### src/core/pldm_pkg.sv
// Purpose: shared constants and types for the pin level duration meter
// Assumes: 50 MHz system clock, tick reference 7.3728 MHz divided by 8
// Notes: tick period is approximated by a fractional accumulator
package pldm_pkg;
    // clock and tick reference
    localparam int unsigned CLK_HZ = 50000000;
    localparam int unsigned REF_HZ = 7372800;
    localparam int unsigned REF_CYCLES_PER_TICK = 8;
    // fractional accumulator step: tick rate is REF_HZ / 8 per CLK_HZ
    localparam int unsigned TICK_RATE_HZ = REF_HZ / REF_CYCLES_PER_TICK;
    localparam int unsigned ACC_W = 27;
    // widths
    localparam int unsigned PIN_SEL_W = 5;
    localparam int unsigned RESULT_W = 16;
    // result values
    localparam logic [15:0] MAX_TICKS = 16'h7fff;
    localparam logic [15:0] RESULT_TIMEOUT = 16'h0000;
    localparam logic [15:0] RESULT_ONE_TICK = 16'h0001;
    localparam logic [15:0] COUNT_ZERO = 16'h0000;

    // request carried from the caller
    typedef struct packed {
        logic [PIN_SEL_W-1:0] pin;
        logic level;
    } pldm_req_t;

    // answer returned to the caller
    typedef struct packed {
        logic signed [RESULT_W-1:0] ticks;
        logic timeout;
        logic immediate;
    } pldm_rsp_t;

    // measurement sequencer states
    typedef enum logic [1:0] {
        PLDM_IDLE = 2'b00,
        PLDM_SETTLE = 2'b01,
        PLDM_MEASURE = 2'b10,
        PLDM_DONE = 2'b11
    } pldm_state_t;
endpackage

### src/core/pldm_meter.sv
// Purpose: measure how long a selected pin stays at a requested level
// Assumes: pin inputs synchronous to clk_i; one request at a time
// Notes: result in ticks of 8 reference cycles; seconds scale is done by software
`timescale 1ns/1ps

// How it works
// - time pin at requested low or high level
// - release pin to high impedance before sensing
// - pin stays high impedance after completion
// - count ticks of eight reference cycles
// - valid result 1 to 32767, signed 16-bit
// - no transition in range reports zero timeout
// - pin already away returns one at once
// - busy holds off clock, tasks and network
// - seconds variant timeout is exactly zero
// - seconds variant immediate exit is one tick
module pldm_meter
    import pldm_pkg::*;
#(
    // number of pins the meter can select among
    parameter int unsigned NUM_PINS = 32,
    // system clock rate that the tick divider runs from
    parameter int unsigned CLK_FREQ = CLK_HZ,
    // tick rate, eight reference cycles per tick
    parameter int unsigned TICK_FREQ = TICK_RATE_HZ
) (
    // clock and asynchronous active-low reset
    input wire logic clk_i,
    input wire logic rstn_i,
    // one-cycle request strobe and the pin and level it asks for
    input wire logic start_i,
    input wire pldm_pkg::pldm_req_t req_i,
    // sensed pin levels, taken as synchronous to clk_i
    input wire logic [NUM_PINS-1:0] pin_in_i,
    // pin configuration wanted by the rest of the system
    input wire logic [NUM_PINS-1:0] pin_out_i,
    input wire logic [NUM_PINS-1:0] pin_oe_i,
    // pin configuration after the measured pins are released
    output logic [NUM_PINS-1:0] pin_out_o,
    output logic [NUM_PINS-1:0] pin_oe_o,
    // measurement running, and the matching system hold request
    output logic busy_o,
    output logic hold_system_o,
    // one-cycle completion pulse and the result it qualifies
    output logic done_o,
    output pldm_pkg::pldm_rsp_t rsp_o
);
    import pldm_pkg::*;

    // refuse pin counts that the select field cannot address;
    // the tick divider refuses rates it cannot serve on its own
    if (NUM_PINS < 1 || NUM_PINS > (1 << PIN_SEL_W)) begin
        $error("pldm_meter: NUM_PINS out of range");
    end

    // all state of the meter
    typedef struct packed {
        // sequencer state
        pldm_state_t state;
        // pin number taken with the request
        logic [PIN_SEL_W-1:0] pin;
        // level whose duration is being timed
        logic level;
        // ticks counted so far in this measurement
        logic [RESULT_W-1:0] count;
        // pins held undriven by a measurement
        logic [NUM_PINS-1:0] released;
        // drive requests last seen while idle, to spot a rewrite
        logic [NUM_PINS-1:0] oe_seen;
        // result of the latest measurement
        pldm_rsp_t rsp;
        // completion pulse
        logic done;
    } pldm_st_t;

    // registered state and its next value
    pldm_st_t st;
    pldm_st_t next_st;
    // one pulse per measurement tick
    logic tick;
    // holds the tick phase at zero outside a measurement
    logic tick_clear;
    // present level of the selected pin
    logic pin_level;
    // drive requests that software has just raised
    logic [NUM_PINS-1:0] oe_rise;

    // selects the sensed pin level
    function automatic logic pick_pin(input logic [NUM_PINS-1:0] pins,
                                      input logic [PIN_SEL_W-1:0] sel);
        pick_pin = pins[sel];
    endfunction

    // one-hot mask of a pin
    function automatic logic [NUM_PINS-1:0] pin_mask(input logic [PIN_SEL_W-1:0] sel);
        pin_mask = '0;
        pin_mask[sel] = 1'b1;
    endfunction

    // tick source restarts each measurement, so the first tick
    // comes a full tick period after sensing begins
    pldm_tick_gen #(
        .CLK_FREQ(CLK_FREQ),
        .TICK_FREQ(TICK_FREQ)
    ) u_tick (
        .clk_i(clk_i),
        .rstn_i(rstn_i),
        .clear_i(tick_clear),
        .tick_o(tick)
    );

    // the sequencer only ever looks at the pin it was asked about
    assign pin_level = pick_pin(pin_in_i, st.pin);
    // the divider runs only while measuring
    assign tick_clear = (st.state != PLDM_MEASURE);
    // a drive request raised since the last idle cycle is a rewrite
    assign oe_rise = pin_oe_i & ~st.oe_seen;

    // sequencer: idle, release pin, measure, report
    always_comb begin
        // hold the present state unless a branch moves it
        next_st = st;
        // done is a pulse, low unless a branch raises it
        next_st.done = 1'b0;
        unique case (st.state)
            PLDM_IDLE: begin
                // take a request; the pin is released at this same edge
                if (start_i) begin
                    next_st.pin = req_i.pin;
                    next_st.level = req_i.level;
                    // every measurement counts from zero
                    next_st.count = COUNT_ZERO;
                    // give the pin one cycle undriven before its level is trusted
                    next_st.state = PLDM_SETTLE;
                end
            end
            PLDM_SETTLE: begin
                // pin now tri-stated; check starting level
                // already away: report the shortest valid result
                if (pin_level != st.level) begin
                    next_st.rsp.ticks = RESULT_ONE_TICK;
                    next_st.rsp.timeout = 1'b0;
                    next_st.rsp.immediate = 1'b1;
                    next_st.done = 1'b1;
                    next_st.state = PLDM_DONE;
                end else begin
                    // still at the level: start timing
                    next_st.state = PLDM_MEASURE;
                end
            end
            PLDM_MEASURE: begin
                if (pin_level != st.level) begin
                    // transition: report at least one tick
                    next_st.rsp.ticks = (st.count == COUNT_ZERO) ? RESULT_ONE_TICK
                                                                 : st.count;
                    next_st.rsp.timeout = 1'b0;
                    next_st.rsp.immediate = 1'b0;
                    next_st.done = 1'b1;
                    next_st.state = PLDM_DONE;
                end else if (tick) begin
                    // the level held for one more tick
                    if (st.count == MAX_TICKS) begin
                        // range exhausted, no wrap
                        next_st.rsp.ticks = RESULT_TIMEOUT;
                        next_st.rsp.timeout = 1'b1;
                        next_st.rsp.immediate = 1'b0;
                        next_st.done = 1'b1;
                        next_st.state = PLDM_DONE;
                    end else begin
                        // still inside the measurable range
                        next_st.count = st.count + 16'h0001;
                    end
                end
            end
            PLDM_DONE: begin
                // one cycle of rest before the next request
                next_st.state = PLDM_IDLE;
            end
        endcase
        // the release only ends at reset or when software raises a drive request again
        // while idle; a drive request that merely stays high from before the
        // measurement does not undo it, so the pin is left undriven
        if (st.state == PLDM_IDLE) begin
            // remember what software asked for, to see the next rise
            next_st.oe_seen = pin_oe_i;
            // a fresh drive request hands the pin back to the system
            next_st.released = st.released & ~oe_rise;
            // the requested pin is released at the edge that takes the request
            if (start_i) begin
                next_st.released = next_st.released | pin_mask(req_i.pin);
            end
        end
        // a rise while busy is not lost: oe_seen only moves while idle
    end

    // register the meter state
    always_ff @(posedge clk_i or negedge rstn_i) begin
        // reset frees every pin and drops any result
        if (!rstn_i) begin
            st.state <= PLDM_IDLE;
            st.pin <= '0;
            st.level <= 1'b0;
            st.count <= COUNT_ZERO;
            st.released <= '0;
            st.oe_seen <= '0;
            st.rsp <= '0;
            st.done <= 1'b0;
        // otherwise take the next state
        end else begin
            st <= next_st;
        end
    end

    // released pins are undriven, during and after measurement
    assign pin_oe_o = pin_oe_i & ~st.released;
    // a released pin also shows a quiet output value
    assign pin_out_o = pin_out_i & ~st.released;
    // busy from the take edge until back in idle
    assign busy_o = (st.state != PLDM_IDLE);
    // the rest of the system stands still while busy
    assign hold_system_o = busy_o;
    // result and its pulse come straight from the state register
    assign done_o = st.done;
    assign rsp_o = st.rsp;
endmodule

### src/core/pldm_tick_gen.sv
// Purpose: fractional divider producing one pulse per measurement tick
// Assumes: clear restarts the phase so a tick is a full period
// Notes: average tick rate is exact, jitter is one clock
`timescale 1ns/1ps
module pldm_tick_gen
    import pldm_pkg::*;
#(
    parameter int unsigned CLK_FREQ = CLK_HZ,
    parameter int unsigned TICK_FREQ = TICK_RATE_HZ
) (
    input wire logic clk_i,
    input wire logic rstn_i,
    input wire logic clear_i,
    output logic tick_o
);
    import pldm_pkg::*;

    // refuse rates that the accumulator cannot serve
    if (TICK_FREQ == 0 || TICK_FREQ >= CLK_FREQ || CLK_FREQ >= (1 << (ACC_W - 1))) begin
        $error("pldm_tick_gen: unsupported frequencies");
    end

    // all state of the divider
    typedef struct packed {
        logic [ACC_W-1:0] acc;
        logic tick;
    } pldm_tick_st_t;

    pldm_tick_st_t st;
    pldm_tick_st_t next_st;

    // accumulate tick rate, wrap at clock rate, pulse on wrap
    always_comb begin
        logic [ACC_W-1:0] sum;
        sum = st.acc + ACC_W'(TICK_FREQ);
        next_st = st;
        next_st.tick = 1'b0;
        if (clear_i) begin
            next_st.acc = '0;
        end else if (sum >= ACC_W'(CLK_FREQ)) begin
            next_st.acc = sum - ACC_W'(CLK_FREQ);
            next_st.tick = 1'b1;
        end else begin
            next_st.acc = sum;
        end
    end

    // register the divider state
    always_ff @(posedge clk_i or negedge rstn_i) begin
        if (!rstn_i) begin
            st <= '0;
        end else begin
            st <= next_st;
        end
    end

    assign tick_o = st.tick;
endmodule

### config.mk
export PLATFORM = sky130hd
export DESIGN_NAME = pldm_meter
export DESIGN_NICKNAME = d
export VERILOG_FILES = /design/src/core/pldm_pkg.sv /design/src/core/pldm_meter.sv /design/src/core/pldm_tick_gen.sv
export SDC_FILE = /design/constraint.sdc
export NUM_CORES = 1
export LEC_CHECK = 0
export BUFFER_PORTS_ARGS = -buffer_cell sky130_fd_sc_hd__buf_4
export CAP_MARGIN = 20
export CORE_MARGIN = 2
export CORE_UTILIZATION = 58
export DETAILED_ROUTE_END_ITERATION = 12
export GPL_TIMING_DRIVEN = 0
export PLACE_DENSITY = 0.86
export SLEW_MARGIN = 20
export SYNTH_ARGS = -nofsm -noshare
export SYNTH_HDL_FRONTEND = slang
export SYNTH_HIERARCHICAL = 1
export SYNTH_SLANG_ARGS = --single-unit
### constraint.sdc
create_clock -name clk_i -period 4.3 [get_ports clk_i]
set_clock_uncertainty 0.05 [all_clocks]
set_input_delay 0.86 -clock clk_i [delete_from_list [all_inputs] [get_ports clk_i]]
set_output_delay 0.86 -clock clk_i [all_outputs]
set_load 0.005 [all_outputs]
; Yosys cells after proc, flatten, opt, wreduce, memory -nomap -nowiden
; Cells that the tools add are included.
[totals]
latchBits = 0
output_inout_bits = 85
input_bits = 105
n_memories = 0
register_bits = 135
wordCells = 75
mem_bits_ro = 0
ramBits = 0
[classes]
reduce_logical = 10
n_mul = 0
shifts = 0
n_div = 0
n_eq_ne = 13
bitwise_logic = 8
addsub = 3
n_mux = 25
magnitude_cmp = 4
[ops]
columns = operator, count
row1 = 32-bit bitwise AND, 4
row2 = 32-bit inverter, 3
row3 = 19-bit 2-to-1 mux, 4
row4 = 16-bit 2-to-1 mux, 4
row5 = 27-bit 2-to-1 mux, 2
row6 = 19-bit case mux with 2 select lines, 1
row7 = 32-bit 2-to-1 mux, 1
row8 = 32-bit bitwise OR, 1
row9 = 16-bit case mux with 2 select lines, 1
row10 = "27-bit by 20-bit adder with 27-bit output, second input constant", 1
row11 = "27-bit by 26-bit greater-or-equal comparator with 1-bit output, second input constant", 1
row12 = "27-bit by 26-bit subtractor with 27-bit output, second input constant", 1
row13 = 24-bit 2-to-1 mux, 1
row14 = "16-bit by 1-bit adder with 16-bit output, second input constant", 1
row15 = "16-bit by 15-bit equality test with 1-bit output, second input constant", 1
row16 = 16-bit zero test, 1
row17 = "5-bit by 6-bit less-than comparator with 1-bit output, second input constant", 2
row18 = "2-bit inequality test, second input constant", 5
row19 = 2-bit case mux with 4 select lines, 1
row20 = 2-bit 2-to-1 mux, 3
row21 = 2-bit nonzero test, 3
row22 = 1-bit binary-select mux with 5-bit select, 1
row23 = 1-bit demux with 5-bit select, 1
row24 = "5-bit by 1-bit greater-or-equal comparator with 1-bit output, second input constant", 1
row25 = other kinds (13), 18

; Depth between registers and ports, before layout
[logic_depth]
depth_word = 6
depth_mapped = 11
mapped_depth_nobuf = 9

; Cells and area by module
; The synthesis kept the hierarchy.
[by_module_without_submodules]
columns = mod, instances, seq_area_each_um2, cells_per_inst, area_each_um2
row1 = pldm_meter, 1, 2677.6, 581, 5496.5
row2 = pldm_tick_gen, 1, 525.5, 223, 1848.0

; Worst setup path after synthesis
; No wires, ideal clock.
[synth_timing]
path_type = reg-to-reg
from = reg u_tick/st[13] (netlist name)
to = reg u_tick/st[11] (netlist name)
period_less_slack_ns = 2.622
path_stages_with_launch = 9
setup_ns = 0.128
required_ns = 4.122
slack_ns = 1.678
t_arrival_ns = 2.444
path_buffers = 0
cell_sequence = dfrtp_1 ha_1 xnor2_1 a2111oi_2 a21oi_1 a21oi_2 o211ai_4 a2111oi_4 mux2_1
[synth_via]
elab_chain_cells = 4
[synth_rtl]
columns = element, line_no
row1 = "start, declared", pldm_tick_gen.sv:29  ; pldm_tick_st_t st;
row2 = "start signal, assigned", pldm_tick_gen.sv:53  ; st <= next_st;
row3 = 27-bit by 20-bit adder with 27-bit output, pldm_tick_gen.sv:35  ; sum = st.acc + ACC_W'(TICK_FREQ);
row4 = 27-bit by 26-bit greater-or-equal comparator with 1-bit output, pldm_tick_gen.sv:40  ; end else if (sum >= ACC_W'(CLK_FREQ)) begin
row5 = 27-bit 2-to-1 mux, pldm_tick_gen.sv:40
row6 = 27-bit 2-to-1 mux, pldm_tick_gen.sv:38  ; if (clear_i) begin
; Every way passes these cells.
; A chain may end at the register's enable or synchronous reset.

==> results.toml <==
[synthesis]
synth-simple-area-share = 0.204
synth_compound_area_frac = 0.199
synth_cell_type_count = 71
synthXorXnorAreaFrac = 0.0179
synthFlopType = "dfrtp_1"
async_flop_share = 1.00
yosys.area_share.adder = 0.0153
synthCells = 804
synth_top_family_by_area = "simple AND/OR/NAND/NOR gates"
synth_area_um2 = 7340
syn_avg_cell_area_um2 = 9.14
synth_mux_area_frac = 0.0579
yosys_warnings = 6
ys_ff_latch = 128
synth-edff-count = 0
ys_seq_area_frac = 0.436
synth_fp_nets = 918

[drt]
first_iter_violations = 668
drt-total-wl_um = 20700
antenna_left = 0
vias_per_cell = 5.78
firstDrtPassIters = 7
highest_layer = "met4"
wl_met3_um = 1660
wl_per_cell_um = 17.3
met2_wirelength_um = 10400
drt-met1-wl_um = 8110
vias = 6923
drc_errors = 0

[sta]
finalSetupViolCount = 0
finalHoldViolCount = 0
worst_pin_slew_ns = 0.641
slew_violations = 0
rsz0062_at_grt = "false"
max-slew-margin-rel = 0.569
fmax_mhz = 329
tns_ns = 0
fin_crit_sh = 0.707
period_needed_ns = 3.04
setup_ws_ns = 1.26

[power]
pwr-share-clk = 0.293
p_leak_nw = 4.49
peakVddDrop_mv = 0.334
switching_power_mw = 1.96
combPwrFrac = 0.386
sequentialPowerShare = 0.322
p_int_mw = 3.35
p_sw_frac = 0.370
power_density_nw_per_um2 = 551
total_power_mw = 5.31

[die]
die_h_um = 117
initial_core_util = 0.589
die_x_um = 117
core-area_um2 = 12500
rows = 41
io_pins = 190
die_area_um2 = 13600

[setup_path]
crit-reg2reg-launch = "u_tick/st[13]$_DFF_PN0_"
crit_slowest_cell = "dfrtp_1"
crit_chain = "ha_1 -> nand4_1 -> a21boi_1 -> nor2_1 -> nor2_1 -> o22ai_1 -> a221oi_1 -> mux2_2"
cp_common_cell = "nor2_1"
reg2reg_to = "u_tick/st[14]$_DFF_PN0_"
worst-r2r-cell-count = 8
endpoint_kind = "register"
cpLargestDelayFamily = "compound AO/OA/AOI/OAI gates"
crit_path_max_fanout = 9
cp_num_buf_inv = 0
worstPathRequired_ns = 4.55
start_kind = "register"
crit_type = "register to register"
worstPathArrival_ns = 3.29
max_stage_delay_ns = 0.50
reg2reg_slack_ns = 1.26

[cts]
cts-hold-fix-buffers = 0
tritoncts = "yes"
cts.sinks = 128
cts-root-buf = "clkbuf_16"
cts.repair.resized = 0
cts_max_level = 4
cts_buffers = 17
clock_latency_ns = 0.42
clock_path_buffers = 2
clk_pin_slew_ns = 0.05
post_cts.repair.setup_buffers = 0

[grt]
grt_usage = 0.303
grt_antenna_before_repair = 0
overflow = 0
grt_pass1_wl_um = 31900
first_global_vias = 6620
grt_max_degree = 67

[placed_design]
io_buffers = 188
gp_congestion = 0.889
hpwl_um = 14500
post-place-ws_ns = 1.36

[finish]
drive_gt1_frac = 0.283
final_cell_mix = "206 x buf_4, 128 x dfrtp_1, 119 x o21ai_0"
syn_to_final_growth_pct = 31.1
diodes = 0
nNetsFinal = 1126
final_common_cell = "buf_4"

[run]
maxCapViolCount = 0

[status]
outcome = "finished, final reports clean"

[worst_hold_path]
hp-class = "primary input to asynchronous set/reset pin"
## final cells by class
class                      count  area (um2)
clock inverter                10         185
tap                          172         215
sequential                   128        3200
multi-input combinational    570        3630
buffer                        53         313
timing repair buffer         189        1440
fill                         865        2830
clock buffer                  22         444
inverter                      53         199
## worst max path at each step
stage	start	to	depth (start not counted)	slack, ns
after global placement	u_tick/st[13]$_DFF_PN0_	u_tick/st[14]$_DFF_PN0_	8	1.41
final	u_tick/st[13]$_DFF_PN0_	u_tick/st[14]$_DFF_PN0_	8	1.26
after global routing	u_tick/st[20]$_DFF_PN0_	u_tick/st[16]$_DFF_PN0_	8	1.13
after detailed placement	u_tick/st[13]$_DFF_PN0_	u_tick/st[14]$_DFF_PN0_	8	1.36
after floorplan	u_tick/st[13]$_DFF_PN0_	u_tick/st[11]$_DFFE_PN0P_	8	1.68
after CTS	u_tick/st[13]$_DFF_PN0_	u_tick/st[14]$_DFF_PN0_	8	1.34
## Yosys cell counts, drive strengths merged, types with 3 or more instances
cell    count  area, um2
clkbuf     15       56.3
mux2i      29        290
a21oi      26        145
xnor2      13        114
nor2b      73        457
ha          9        113
or3         6       47.5
a22oi       5       37.5
nand2      82        308
nand4       7       50.1
mux2       12        135
and4        4       35.0
a31oi       7       43.8
o211ai      3       36.3
or2         6       37.5
a21boi      3       22.5
buf        38        257
o21ai     123        616
nand2b      9       56.3
o22ai       4       31.3
dfrtp     128       3200
nor3        9       45.0
nand4b      3       26.3
inv        53        199
a22o       14        123
o31ai      12        125
nor2       34        128
nand3      26        140
o41ai       3       33.8
nand3b      6       45.0
and3        9       56.3
## layer usage
metal  global-route usage  vias up
met5                    0        -
met4                0.105        0
met3               0.0732       50
met2                0.529      318
met1                0.368     3333
li1                     -     3222
## through the flow
step | instance area [um2] | cells | util | hold WS [ns]
CTS | 9630 | 1197 | 0.773 | 0.402
global placement | 8970 | 1164 | 0.720 | 0.434
finish | 9630 | 1197 | 0.773 | 0.370
global route | 9630 | 1197 | 0.773 | 0.427
floorplan | 7340 | 804 | - | 0.407
detailed placement | 9000 | 1165 | 0.722 | 0.433
## flip-flops by register name, indices dropped and copies added (netlist names)
name           cells
rsp_o             18
u_tick/st         20
u_tick/tick_o      1
st                88
done_o             1
## power groups by stage
stage / Clock, mW / Combinational (mW) / Sequential [mW]
3_3_place_gp: 0 / 1.93 / 1.70
3_5_place_dp: 0 / 2.00 / 1.72
2_1_floorplan: 0 / 1.34 / 1.65
5_1_grt: 1.61 / 2.27 / 1.74
4_1_cts: 1.56 / 2.03 / 1.70
6_report: 1.56 / 2.05 / 1.71
## cells by family (layout without fill, tap and decap cells)
| group | Yosys count | count (layout) |
|---|---|---|
| flops | 128 | 128 |
| buf+inv | 106 | 327 |
| fa+ha+maj | 9 | 9 |
| mux | 41 | 41 |
| compound gates | 222 | 222 |
| simple gates | 283 | 283 |
| xor+xnor | 15 | 15 |
## worst reg2reg max path, stage by stage (launching register included)
cell and delay, ns:
dfrtp_1 0.50, ha_1 0.36, nand4_1 0.35, a21boi_1 0.45, nor2_1 0.07, nor2_1 0.15
o22ai_1 0.24, a221oi_1 0.39, mux2_2 0.37
Power figures use the tool's default switching activity.
